File: src/logic/gbcd_pkg.sv
package gbcd_pkg;

    // ========================================================
    // Address groups (seven command bits, parity ignored)
    // ========================================================
    localparam logic [6:0] LISTEN_BASE = 7'h20;
    localparam logic [6:0] TALK_BASE = 7'h40;
    localparam logic [6:0] UNLISTEN = 7'h3F;
    localparam logic [6:0] UNTALK = 7'h5F;
    localparam logic [1:0] GROUP_LISTEN = 2'h1;
    localparam logic [1:0] GROUP_TALK = 2'h2;
    localparam logic [1:0] GROUP_SECONDARY = 2'h3;
    localparam int GROUP_MSB = 6;
    localparam int GROUP_LSB = 5;

    // ========================================================
    // Multiline command codes
    // ========================================================
    localparam logic [6:0] CMD_GO_LOCAL = 7'h01;
    localparam logic [6:0] CMD_SEL_CLEAR = 7'h04;
    localparam logic [6:0] CMD_TRIGGER = 7'h08;
    localparam logic [6:0] CMD_LOCKOUT = 7'h11;
    localparam logic [6:0] CMD_DEV_CLEAR = 7'h14;
    localparam logic [6:0] CMD_POLL_ON = 7'h18;
    localparam logic [6:0] CMD_POLL_OFF = 7'h19;

    // ========================================================
    // Reset values
    // ========================================================
    localparam logic RESET_RELEASED = 1'b1;
    localparam logic RESET_FLAG = 1'b0;
    localparam logic [7:0] RESET_BYTE = 8'h00;

    typedef enum logic [1:0] {
        HS_OFF = 2'b00,
        HS_HOLD = 2'b01,
        HS_READY = 2'b10,
        HS_ACCEPT = 2'b11
    } gbcd_hs_t;

    typedef enum logic [3:0] {
        CMD_NONE = 4'b0000,
        CMD_GTL = 4'b0001,
        CMD_SDC = 4'b0010,
        CMD_GET = 4'b0011,
        CMD_LLO = 4'b0100,
        CMD_DCL = 4'b0101,
        CMD_SPE = 4'b0110,
        CMD_SPD = 4'b0111,
        CMD_MLA = 4'b1000,
        CMD_MTA = 4'b1001,
        CMD_OTA = 4'b1010,
        CMD_UNL = 4'b1011,
        CMD_UNT = 4'b1100
    } gbcd_cmd_t;

endpackage

File: src/logic/gbcd_decoder.sv
`timescale 1ns/1ps

// Function
// - Low level on a uniline means asserted
// - Decode bus bytes as commands only under ATN
// - Bytes without ATN pass on as data only when addressed to listen
// - Controller drives ATN IFC REN; device SRQ
// - REN plus addressing: remote; panel locked if lock_when_remote or lockout
// - EOI marks last byte of a message
// - IFC idles talker and listener state
// - Hold SRQ while service is needed
// - Universal commands act without addressing
// - Local lockout disables the local key
// - Device clear restores default state
// - Poll enable enters serial poll mode
// - Poll disable leaves serial poll mode
// - Addressed commands need prior listen address
// - Selective clear only when addressed
// - Go-to-local leaves remote, may unlock
// - Trigger starts action, unaddressed optional
// - Listen address is primary ORed 20 hex
// - Talk address is primary ORed 40 hex
// - Secondary address bytes are ignored
// - Unlisten makes listener idle
// - Untalk makes talker idle
// - Primary address is five bits
// - All bus lines are low-true
// - Interlocked three-wire byte handshake
module gbcd_decoder #(
    parameter bit GTL_CLEARS_LOCKOUT = 1'b0
) (
    input wire logic core_clk,
    input wire logic reset_n,
    input wire logic atn_n,
    input wire logic ifc_n,
    input wire logic ren_n,
    input wire logic eoi_n,
    input wire logic dav_n,
    input wire logic [7:0] dio_n,
    output logic nrfd_out,
    output logic nrfd_oe_n,
    output logic ndac_out,
    output logic ndac_oe_n,
    output logic srq_out,
    output logic srq_oe_n,
    input wire logic [4:0] primary_addr,
    input wire logic service_req,
    input wire logic lock_when_remote,
    input wire logic get_unaddressed,
    input wire logic local_key,
    output logic listener,
    output logic talker,
    output logic remote,
    output logic lockout,
    output logic panel_locked,
    output logic poll_mode,
    output logic dev_clear,
    output logic trigger,
    output logic data_valid,
    input wire logic data_ready,
    output logic [7:0] data,
    output logic data_last
);

    // ========================================================
    // State
    // ========================================================
    typedef struct packed {
        gbcd_pkg::gbcd_hs_t hs;
        logic listener;
        logic talker;
        logic remote;
        logic lockout;
        logic panel_locked;
        logic poll_mode;
        logic dev_clear;
        logic trigger;
        logic nrfd_oe_n;
        logic ndac_oe_n;
        logic srq_oe_n;
        logic drive_level;
        logic head_valid;
        logic [7:0] head_data;
        logic head_last;
        logic tail_valid;
        logic [7:0] tail_data;
        logic tail_last;
    } gbcd_state_t;

    localparam gbcd_state_t RESET_STATE = '{
        hs: gbcd_pkg::HS_OFF,
        listener: gbcd_pkg::RESET_FLAG,
        talker: gbcd_pkg::RESET_FLAG,
        remote: gbcd_pkg::RESET_FLAG,
        lockout: gbcd_pkg::RESET_FLAG,
        panel_locked: gbcd_pkg::RESET_FLAG,
        poll_mode: gbcd_pkg::RESET_FLAG,
        dev_clear: gbcd_pkg::RESET_FLAG,
        trigger: gbcd_pkg::RESET_FLAG,
        nrfd_oe_n: gbcd_pkg::RESET_RELEASED,
        ndac_oe_n: gbcd_pkg::RESET_RELEASED,
        srq_oe_n: gbcd_pkg::RESET_RELEASED,
        drive_level: gbcd_pkg::RESET_FLAG,
        head_valid: gbcd_pkg::RESET_FLAG,
        head_data: gbcd_pkg::RESET_BYTE,
        head_last: gbcd_pkg::RESET_FLAG,
        tail_valid: gbcd_pkg::RESET_FLAG,
        tail_data: gbcd_pkg::RESET_BYTE,
        tail_last: gbcd_pkg::RESET_FLAG
    };

    gbcd_state_t s;
    gbcd_state_t next_s;

    // ========================================================
    // Command decode
    // ========================================================
    function automatic gbcd_pkg::gbcd_cmd_t gbcd_decode(
        input logic [6:0] code,
        input logic [4:0] addr
    );
        logic [6:0] my_listen;
        logic [6:0] my_talk;
        logic [1:0] group;
        gbcd_pkg::gbcd_cmd_t cmd;
        my_listen = {2'b00, addr} | gbcd_pkg::LISTEN_BASE;
        my_talk = {2'b00, addr} | gbcd_pkg::TALK_BASE;
        group = code[gbcd_pkg::GROUP_MSB:gbcd_pkg::GROUP_LSB];
        cmd = gbcd_pkg::CMD_NONE;
        if (code == gbcd_pkg::UNLISTEN) begin
            cmd = gbcd_pkg::CMD_UNL;
        end else if (code == gbcd_pkg::UNTALK) begin
            cmd = gbcd_pkg::CMD_UNT;
        end else if (group == gbcd_pkg::GROUP_LISTEN) begin
            if (code == my_listen) begin
                cmd = gbcd_pkg::CMD_MLA;
            end
        end else if (group == gbcd_pkg::GROUP_TALK) begin
            if (code == my_talk) begin
                cmd = gbcd_pkg::CMD_MTA;
            end else begin
                cmd = gbcd_pkg::CMD_OTA;
            end
        end else if (group == gbcd_pkg::GROUP_SECONDARY) begin
            cmd = gbcd_pkg::CMD_NONE;
        end else begin
            case (code)
                gbcd_pkg::CMD_GO_LOCAL: cmd = gbcd_pkg::CMD_GTL;
                gbcd_pkg::CMD_SEL_CLEAR: cmd = gbcd_pkg::CMD_SDC;
                gbcd_pkg::CMD_TRIGGER: cmd = gbcd_pkg::CMD_GET;
                gbcd_pkg::CMD_LOCKOUT: cmd = gbcd_pkg::CMD_LLO;
                gbcd_pkg::CMD_DEV_CLEAR: cmd = gbcd_pkg::CMD_DCL;
                gbcd_pkg::CMD_POLL_ON: cmd = gbcd_pkg::CMD_SPE;
                gbcd_pkg::CMD_POLL_OFF: cmd = gbcd_pkg::CMD_SPD;
                default: cmd = gbcd_pkg::CMD_NONE;
            endcase
        end
        return cmd;
    endfunction

    // ========================================================
    // Bus view
    // ========================================================
    logic atn;
    logic ifc;
    logic ren;
    logic eoi;
    logic dav;
    logic [7:0] bus_byte;
    logic active;
    logic space;
    logic take;
    logic cmd_take;
    logic data_take;
    logic pop;
    gbcd_pkg::gbcd_cmd_t cmd;

    assign atn = ~atn_n;
    assign ifc = ~ifc_n;
    assign ren = ~ren_n;
    assign eoi = ~eoi_n;
    assign dav = ~dav_n;
    assign bus_byte = ~dio_n;
    // Acceptor takes part under ATN or when addressed to listen
    assign active = atn | s.listener;
    assign space = ~s.tail_valid;
    assign take = (s.hs == gbcd_pkg::HS_READY) & dav & (atn | space);
    assign cmd_take = take & atn;
    assign data_take = take & ~atn & s.listener;
    assign pop = s.head_valid & data_ready;
    assign cmd = cmd_take ? gbcd_decode(bus_byte[6:0], primary_addr)
                          : gbcd_pkg::CMD_NONE;

    // ========================================================
    // Next state
    // ========================================================
    always_comb begin
        next_s = s;
        next_s.dev_clear = 1'b0;
        next_s.trigger = 1'b0;
        unique case (s.hs)
            gbcd_pkg::HS_OFF: begin
                if (active) begin
                    next_s.hs = gbcd_pkg::HS_HOLD;
                end
            end
            gbcd_pkg::HS_HOLD: begin
                if (!active) begin
                    next_s.hs = gbcd_pkg::HS_OFF;
                end else if (!dav && (atn || space)) begin
                    next_s.hs = gbcd_pkg::HS_READY;
                end
            end
            gbcd_pkg::HS_READY: begin
                if (!active) begin
                    next_s.hs = gbcd_pkg::HS_OFF;
                end else if (take) begin
                    next_s.hs = gbcd_pkg::HS_ACCEPT;
                end else if (!atn && !space) begin
                    next_s.hs = gbcd_pkg::HS_HOLD;
                end
            end
            gbcd_pkg::HS_ACCEPT: begin
                if (!dav) begin
                    next_s.hs = active ? gbcd_pkg::HS_HOLD
                                       : gbcd_pkg::HS_OFF;
                end
            end
        endcase
        next_s.nrfd_oe_n = ~(next_s.hs == gbcd_pkg::HS_HOLD ||
                            next_s.hs == gbcd_pkg::HS_ACCEPT);
        next_s.ndac_oe_n = ~(next_s.hs == gbcd_pkg::HS_HOLD ||
                            next_s.hs == gbcd_pkg::HS_READY);

        // Two-entry buffer: head feeds the ports, tail absorbs a stall
        if (pop) begin
            next_s.head_valid = s.tail_valid;
            next_s.head_data = s.tail_data;
            next_s.head_last = s.tail_last;
            next_s.tail_valid = 1'b0;
        end
        if (data_take) begin
            if (!next_s.head_valid) begin
                next_s.head_valid = 1'b1;
                next_s.head_data = bus_byte;
                next_s.head_last = eoi;
            end else begin
                next_s.tail_valid = 1'b1;
                next_s.tail_data = bus_byte;
                next_s.tail_last = eoi;
            end
        end

        unique case (cmd)
            gbcd_pkg::CMD_MLA: begin
                next_s.listener = 1'b1;
                if (ren) begin
                    next_s.remote = 1'b1;
                end
            end
            gbcd_pkg::CMD_MTA: next_s.talker = 1'b1;
            gbcd_pkg::CMD_OTA: next_s.talker = 1'b0;
            gbcd_pkg::CMD_UNL: next_s.listener = 1'b0;
            gbcd_pkg::CMD_UNT: next_s.talker = 1'b0;
            gbcd_pkg::CMD_LLO: begin
                if (ren) begin
                    next_s.lockout = 1'b1;
                end
            end
            gbcd_pkg::CMD_DCL: begin
                next_s.dev_clear = 1'b1;
            end
            gbcd_pkg::CMD_SPE: next_s.poll_mode = 1'b1;
            gbcd_pkg::CMD_SPD: next_s.poll_mode = 1'b0;
            gbcd_pkg::CMD_SDC: begin
                next_s.dev_clear = s.listener;
            end
            gbcd_pkg::CMD_GTL: begin
                if (s.listener) begin
                    next_s.remote = 1'b0;
                    if (GTL_CLEARS_LOCKOUT) begin
                        next_s.lockout = 1'b0;
                    end
                end
            end
            gbcd_pkg::CMD_GET: begin
                next_s.trigger = s.listener | get_unaddressed;
            end
            gbcd_pkg::CMD_NONE: begin
            end
        endcase

        // Clear drops undelivered bytes
        if (next_s.dev_clear) begin
            next_s.head_valid = 1'b0;
            next_s.tail_valid = 1'b0;
        end
        // Front-panel local key works unless locked out
        if (local_key && !s.lockout) begin
            next_s.remote = 1'b0;
        end
        if (!ren) begin
            next_s.remote = 1'b0;
            next_s.lockout = 1'b0;
        end
        if (ifc) begin
            next_s.listener = 1'b0;
            next_s.talker = 1'b0;
            next_s.poll_mode = 1'b0;
        end
        next_s.panel_locked = next_s.remote &
                              (lock_when_remote | next_s.lockout);
        next_s.srq_oe_n = ~service_req;
        next_s.drive_level = 1'b0;
    end

    always_ff @(posedge core_clk or negedge reset_n) begin
        if (!reset_n) begin
            s <= RESET_STATE;
        end else begin
            s <= next_s;
        end
    end

    // ========================================================
    // Outputs
    // ========================================================
    assign nrfd_out = s.drive_level;
    assign ndac_out = s.drive_level;
    assign srq_out = s.drive_level;
    assign nrfd_oe_n = s.nrfd_oe_n;
    assign ndac_oe_n = s.ndac_oe_n;
    assign srq_oe_n = s.srq_oe_n;
    assign listener = s.listener;
    assign talker = s.talker;
    assign remote = s.remote;
    assign lockout = s.lockout;
    assign panel_locked = s.panel_locked;
    assign poll_mode = s.poll_mode;
    assign dev_clear = s.dev_clear;
    assign trigger = s.trigger;
    assign data_valid = s.head_valid;
    assign data = s.head_data;
    assign data_last = s.head_last;

    // ========================================================
    // Assertions
    // ========================================================
    ifc_idle_a: assert property (@(posedge core_clk) disable iff (!reset_n)
        !ifc_n |=> !listener && !talker)
        else $error("IFC did not idle talker and listener");

    listen_addr_a: assert property (@(posedge core_clk) disable iff (!reset_n)
        cmd_take && ifc_n && bus_byte[6:0] ==
        ({2'b00, primary_addr} | gbcd_pkg::LISTEN_BASE) |=> listener)
        else $error("own listen address not taken");

    talk_addr_a: assert property (@(posedge core_clk) disable iff (!reset_n)
        cmd_take && ifc_n && bus_byte[6:0] ==
        ({2'b00, primary_addr} | gbcd_pkg::TALK_BASE) |=> talker)
        else $error("own talk address not taken");

    unlisten_a: assert property (@(posedge core_clk) disable iff (!reset_n)
        cmd_take && bus_byte[6:0] == gbcd_pkg::UNLISTEN |=> !listener)
        else $error("unlisten left listener set");

    lockout_set_a: assert property (@(posedge core_clk) disable iff (!reset_n)
        cmd_take && !ren_n && bus_byte[6:0] == gbcd_pkg::CMD_LOCKOUT
        |=> lockout)
        else $error("local lockout not set");

    dev_clear_a: assert property (@(posedge core_clk) disable iff (!reset_n)
        cmd_take && bus_byte[6:0] == gbcd_pkg::CMD_DEV_CLEAR
        |=> dev_clear ##1 !dev_clear)
        else $error("device clear not a single pulse");

    sel_clear_a: assert property (@(posedge core_clk) disable iff (!reset_n)
        cmd_take && bus_byte[6:0] == gbcd_pkg::CMD_SEL_CLEAR
        |=> dev_clear == $past(listener))
        else $error("selective clear ignored addressing");

    poll_on_a: assert property (@(posedge core_clk) disable iff (!reset_n)
        cmd_take && ifc_n && bus_byte[6:0] == gbcd_pkg::CMD_POLL_ON
        |=> poll_mode)
        else $error("poll mode not entered");

    poll_off_a: assert property (@(posedge core_clk) disable iff (!reset_n)
        cmd_take && bus_byte[6:0] == gbcd_pkg::CMD_POLL_OFF
        |=> !poll_mode)
        else $error("poll mode not left");

    data_pass_a: assert property (@(posedge core_clk) disable iff (!reset_n)
        data_take && !data_ready |=> data_valid && !dev_clear)
        else $error("data byte not buffered");

    srq_hold_a: assert property (@(posedge core_clk) disable iff (!reset_n)
        service_req [*2] |-> !srq_oe_n)
        else $error("SRQ not held while service needed");

    no_remote_a: assert property (@(posedge core_clk) disable iff (!reset_n)
        ren_n |=> !remote && !lockout)
        else $error("remote held without REN");

endmodule // gbcd_decoder

File: config.mk
export PLATFORM = sky130hd
export DESIGN_NAME = gbcd_decoder
export DESIGN_NICKNAME = d
export VERILOG_FILES = /design/src/logic/gbcd_pkg.sv /design/src/logic/gbcd_decoder.sv
export SDC_FILE = /design/constraint.sdc
export NUM_CORES = 1
export LEC_CHECK = 0
export ABC_AREA = 1
export BUFFER_PORTS_ARGS = -buffer_cell sky130_fd_sc_hd__buf_2
export CAP_MARGIN = 20
export CORE_AREA = 2 2 66 84
export DETAILED_ROUTE_END_ITERATION = 8
export DIE_AREA = 0 0 68 86
export PLACE_DENSITY = 0.62
export SYNTH_ARGS = -nofsm -noshare
export SYNTH_HDL_FRONTEND = slang
export SYNTH_SLANG_ARGS = --single-unit
export TNS_END_PERCENT = 5
File: constraint.sdc
create_clock -name core_clk -period 5 [get_ports core_clk]
set_clock_uncertainty 0.2 [all_clocks]
set_input_delay 0.25 -clock core_clk [delete_from_list [all_inputs] [get_ports core_clk]]
set_output_delay 0.25 -clock core_clk [all_outputs]
set_load 0.005 [all_outputs]
## After elaboration in Yosys (flattened, before gate mapping)

Index checks and enable logic that the tools add are counted.

| storage, ports and cells | value |
|---|---|
| output and inout port bits | 24 |
| input port bits | 25 |
| flip-flop bits (word level) | 33 |
| logic and storage cells | 118 |

| cells by class | value |
|---|---|
| equal/unequal tests | 35 |
| mux-type cells | 36 |
| reductions and logical operators | 10 |
| bitwise operators | 19 |

Operator list:

| operator | count |
|---|---|
| $eq A7 B5 Y1 const B | 4 |
| $mux W4 | 6 |
| $pmux W3 S7 | 1 |
| $eq A4 B4 Y1 const B | 5 |
| $mux W2 | 10 |
| $mux W20 | 1 |
| $eq A4 B3 Y1 const B | 4 |
| $eq A2 B2 Y1 const B | 6 |
| $mux W11 | 1 |
| $mux W10 | 1 |
| $pmux W1 S2 | 5 |
| $mux W9 | 1 |
| $eq A4 B2 Y1 const B | 2 |
| $mux W1 | 8 |
| $not A8 Y8 | 1 |
| $pmux W2 S4 | 1 |
| $and A1 B1 Y1 | 7 |
| $eq A7 B1 Y1 const B | 1 |
| $eq A7 B3 Y1 const B | 1 |
| $eq A7 B4 Y1 const B | 1 |
| $eq A7 B6 Y1 | 1 |
| $eq A7 B6 Y1 const B | 1 |
| $eq A7 B7 Y1 | 1 |
| $eq A7 B7 Y1 const B | 1 |
| 13 further kinds | 29 |

## Longest topological paths before layout

| logic depth | value |
|---|---|
| depth in word-level cells | 15 |
| mapped depth | 15 |
| depth with buffers taken out | 15 |

## Worst setup path before layout

Ideal clock, no wire load.

| timing | value |
|---|---|
| path type | reg-to-reg |
| start point | register s, in the netlist listener |
| end point | register s, in the netlist nrfd_oe_n |
| setup slack | 3.359 ns |
| library setup time | 0.067 ns |
| arrival time | 1.374 ns |
| data required time | 4.733 ns |
| stages on the path, launching flop included | 9 |
| clock period less this slack | 1.641 ns |
| buffers on the path | 0 |
| path through | dfrtp_1 > nor2_1 > inv_1 > nand2_1 > inv_1 > a221oi_1 > inv_1 > ha_1 > nor2_1 |

RTL lines:

| element | line | RTL |
|---|---|---|
| start: declaration | gbcd_decoder.sv:112 | `gbcd_state_t s;` |
| start signal: assignment | gbcd_decoder.sv:321 | `s <= next_s;` |

==> results.json <==
{
  "startpoint_type": "register",
  "setup_viol": 0,
  "cp.required_ps": 4950,
  "vias": 1759,
  "ir_drop_mv": 0.1748,
  "hold_class": "in2reg",
  "core_sq_um": 5007,
  "synth_area_sq_um": 1914,
  "critPathMaxFanout": 18,
  "ys_warn_count": 0,
  "drtPass1Iterations": 4,
  "cts_hold_buf": 7,
  "async_flop_share_pct": 100.0,
  "htree_levels": 2,
  "synth_cells": 267,
  "cts_resized": 0,
  "rsz0062_at_grt": "no",
  "grt-ovfl-total": 0,
  "slew_headroom_pct": 50.92,
  "dpl_cell_area_sq_um": 2122,
  "hpwl_um": 3067,
  "worst_slew_pin_slew_ps": 736.2,
  "cts_root_buf": "clkbuf_8",
  "finalCritPeriodShare_pct": 36.94,
  "ys_seq_elements": 33,
  "drcViolationCount": 0,
  "slew_viol_final": 0,
  "syn2layout_area_growth_pct": 20.59,
  "layout-drive-gt1-share_pct": 24.60,
  "fp.dieH_um": 86,
  "post_drt_wl_per_cell_um": 10.58,
  "finalSetupTns_ps": 0,
  "grt_pass1_vias": 1669,
  "reg2reg_to": "data_last",
  "clock_sinks": 33,
  "cap_violations": 0,
  "postSynthAreaPerCell_sq_um": 7.170,
  "clk_pin_slew_worst_paths_ps": 70,
  "cts_tree": "done",
  "io_pins": 49,
  "crit_arrival_ps": 1790,
  "n_fill_cell": 526,
  "cts.path.max_buffers": 2,
  "power_density_nw_per_um2": 291.7,
  "hold_viol": 0,
  "timing.final.crit_period_ps": 1847,
  "via_per_inst": 4.691,
  "initial_utilization_pct": 38.23,
  "max_freq_mhz": 541.5,
  "postCtsSetupBuffers": 0,
  "synth_edf_count": 0,
  "dp.cells": 360,
  "drt-total-wl_um": 3968,
  "grt_pass1_wl_um": 6969,
  "io_buffers": 45,
  "outcome": "completed",
  "grtUsageTotal_pct": 15.51,
  "n_antenna_cell": 0,
  "dieArea_sq_um": 5848,
  "r2r_slack_ps": 3150,
  "min_from": "dio_n[0]",
  "finalInstanceArea_sq_um": 2308,
  "die_w_um": 68,
  "rr_startpoint": "s[32]",
  "synth.distinct_cells": 26,
  "antenna_found_initial": 0,
  "ys.flop_type": "dfrtp_1",
  "ant_nets": 0,
  "stdcell_count": 375,
  "critPathCaptureType": "register",
  "critical_path_class": "reg2reg",
  "min_to": "s[1]",
  "first_iter_violations": 92,
  "cts-buffers-inserted": 5,
  "yosysSeqAreaShare_pct": 43.33,
  "grt_max_degree": 34,
  "clock_latency_ps": 280,
  "r2r_cells": 8,
  "num_rows": 29,
  "routabilityCongestion": 0.8569,
  "p_leak_nw": 1.295,
  "finalNetCount": 339,
  "hold-path-cell-count": 2
}
## flip-flops by register name (all words and copies together) (netlist names)
signal,count
s,12
data,8
data_last,1
data_valid,1
dev_clear,1
listener,1
lockout,1
ndac_oe_n,1
nrfd_oe_n,1
panel_locked,1
poll_mode,1
remote,1
srq_oe_n,1
talker,1
trigger,1
## Yosys cell counts, types with 2 or more instances
| cell type | n | area share [%] |
|---|---|---|
| a21oi_1 | 10 | 2.6 |
| o21ai_0 | 12 | 3.1 |
| ha_1 | 2 | 1.3 |
| buf_4 | 11 | 4.3 |
| dfrtp_1 | 30 | 39 |
| inv_1 | 26 | 5.1 |
| nor2_1 | 38 | 7.5 |
| nand2_2 | 6 | 2.0 |
| nand2_1 | 74 | 15 |
| dfstp_2 | 3 | 4.1 |
| nand3_1 | 20 | 5.2 |
| inv_2 | 7 | 1.4 |
| a31oi_1 | 8 | 2.6 |
| nor2_2 | 5 | 1.6 |
| clkbuf_1 | 4 | 0.78 |
## final cells by class
cell class	count	area [sq um]	area share [%]
multi-input cells	187	865.8	37.51
flip-flops and latches	33	829.5	35.94
repair buffers	52	295.3	12.79
inverters	33	123.9	5.366
clock buffers	7	86.33	3.740
well taps	62	77.57	3.360
clock inverters	1	30.03	1.301
## critical path: stages (launching register included)
cell,delay (ps)
dfrtp_1,360
inv_1,120
nand2_1,90
nor2_1,130
nand3_1,100
inv_1,100
nand2_1,320
o211ai_1,190
o21ai_0,100
## power breakdown
| part | total [mW] | internal [mW] | switching [mW] |
|---|---|---|---|
| sequential | 0.300 | 0.293 | 0.00776 |
| combinational | 0.117 | 0.0461 | 0.0710 |
| clock | 0.256 | 0.162 | 0.0935 |
## cell families (layout without fill, tap and decap cells)
| family | count (synthesis) | in the layout | share of synthesized area, % |
|---|---|---|---|
| AO/OA/AOI/OAI | 35 | 35 | 10.52 |
| adder cells (fa/ha/maj) | 2 | 2 | 1.307 |
| buffers and inverters | 49 | 93 | 11.83 |
| flip-flops | 33 | 33 | 43.33 |
| multiplexers | 1 | 1 | 0.5882 |
| other | 1 | 3 | 0.1959 |
| AND/OR/NAND/NOR | 146 | 146 | 32.22 |
## layer usage
metal / vias to the layer above / part of all wire [%] / GRT usage, %
li1: 920 / - / -
met1: 795 / 44 / 18.14
met2: 36 / 50 / 26.65
met3: 8 / 4.5 / 3.412
met4: 0 / 2.0 / 6.545
met5: - / 0 / 0
## per-stage QoR
stage	worst slack [ps]	utilization (%)	hold slack, ps	power (mW)
floorplan	3359	-	-245.6	0.3801
global placement	3144	42.38	158.1	0.4178
detailed placement	3146	42.38	162.8	0.4198
CTS	3152	46.10	12.96	0.6866
global route	2936	46.10	23.96	0.7167
finish	3153	46.10	17.39	0.6735
## cells in the final DEF, fill, tap and decap left out, drive strengths merged, types with 2 or more instances in the layout
cell type,count
nand2,81
buf,45
nor2,43
inv,33
dfrtp,30
nand3,21
o21ai,12
a21oi,11
a31oi,8
dlygate4sd3,7
clkbuf,7
conb,3
dfstp,3
ha,2
## worst max path at each step
| stage | start | to | slack, ps | cells after the start |
|---|---|---|---|---|
| after floorplan | listener | nrfd_oe_n | 3360 | 8 |
| after global placement | dio_n[3] | s[9] | 3140 | 13 |
| after detailed placement | dio_n[3] | s[9] | 3150 | 13 |
| after CTS | s[32] | data_last | 3150 | 8 |
| after global routing | s[9] | data_last | 2940 | 8 |
| final | s[32] | data_last | 3150 | 8 |
Power figures use the tool's default switching activity.
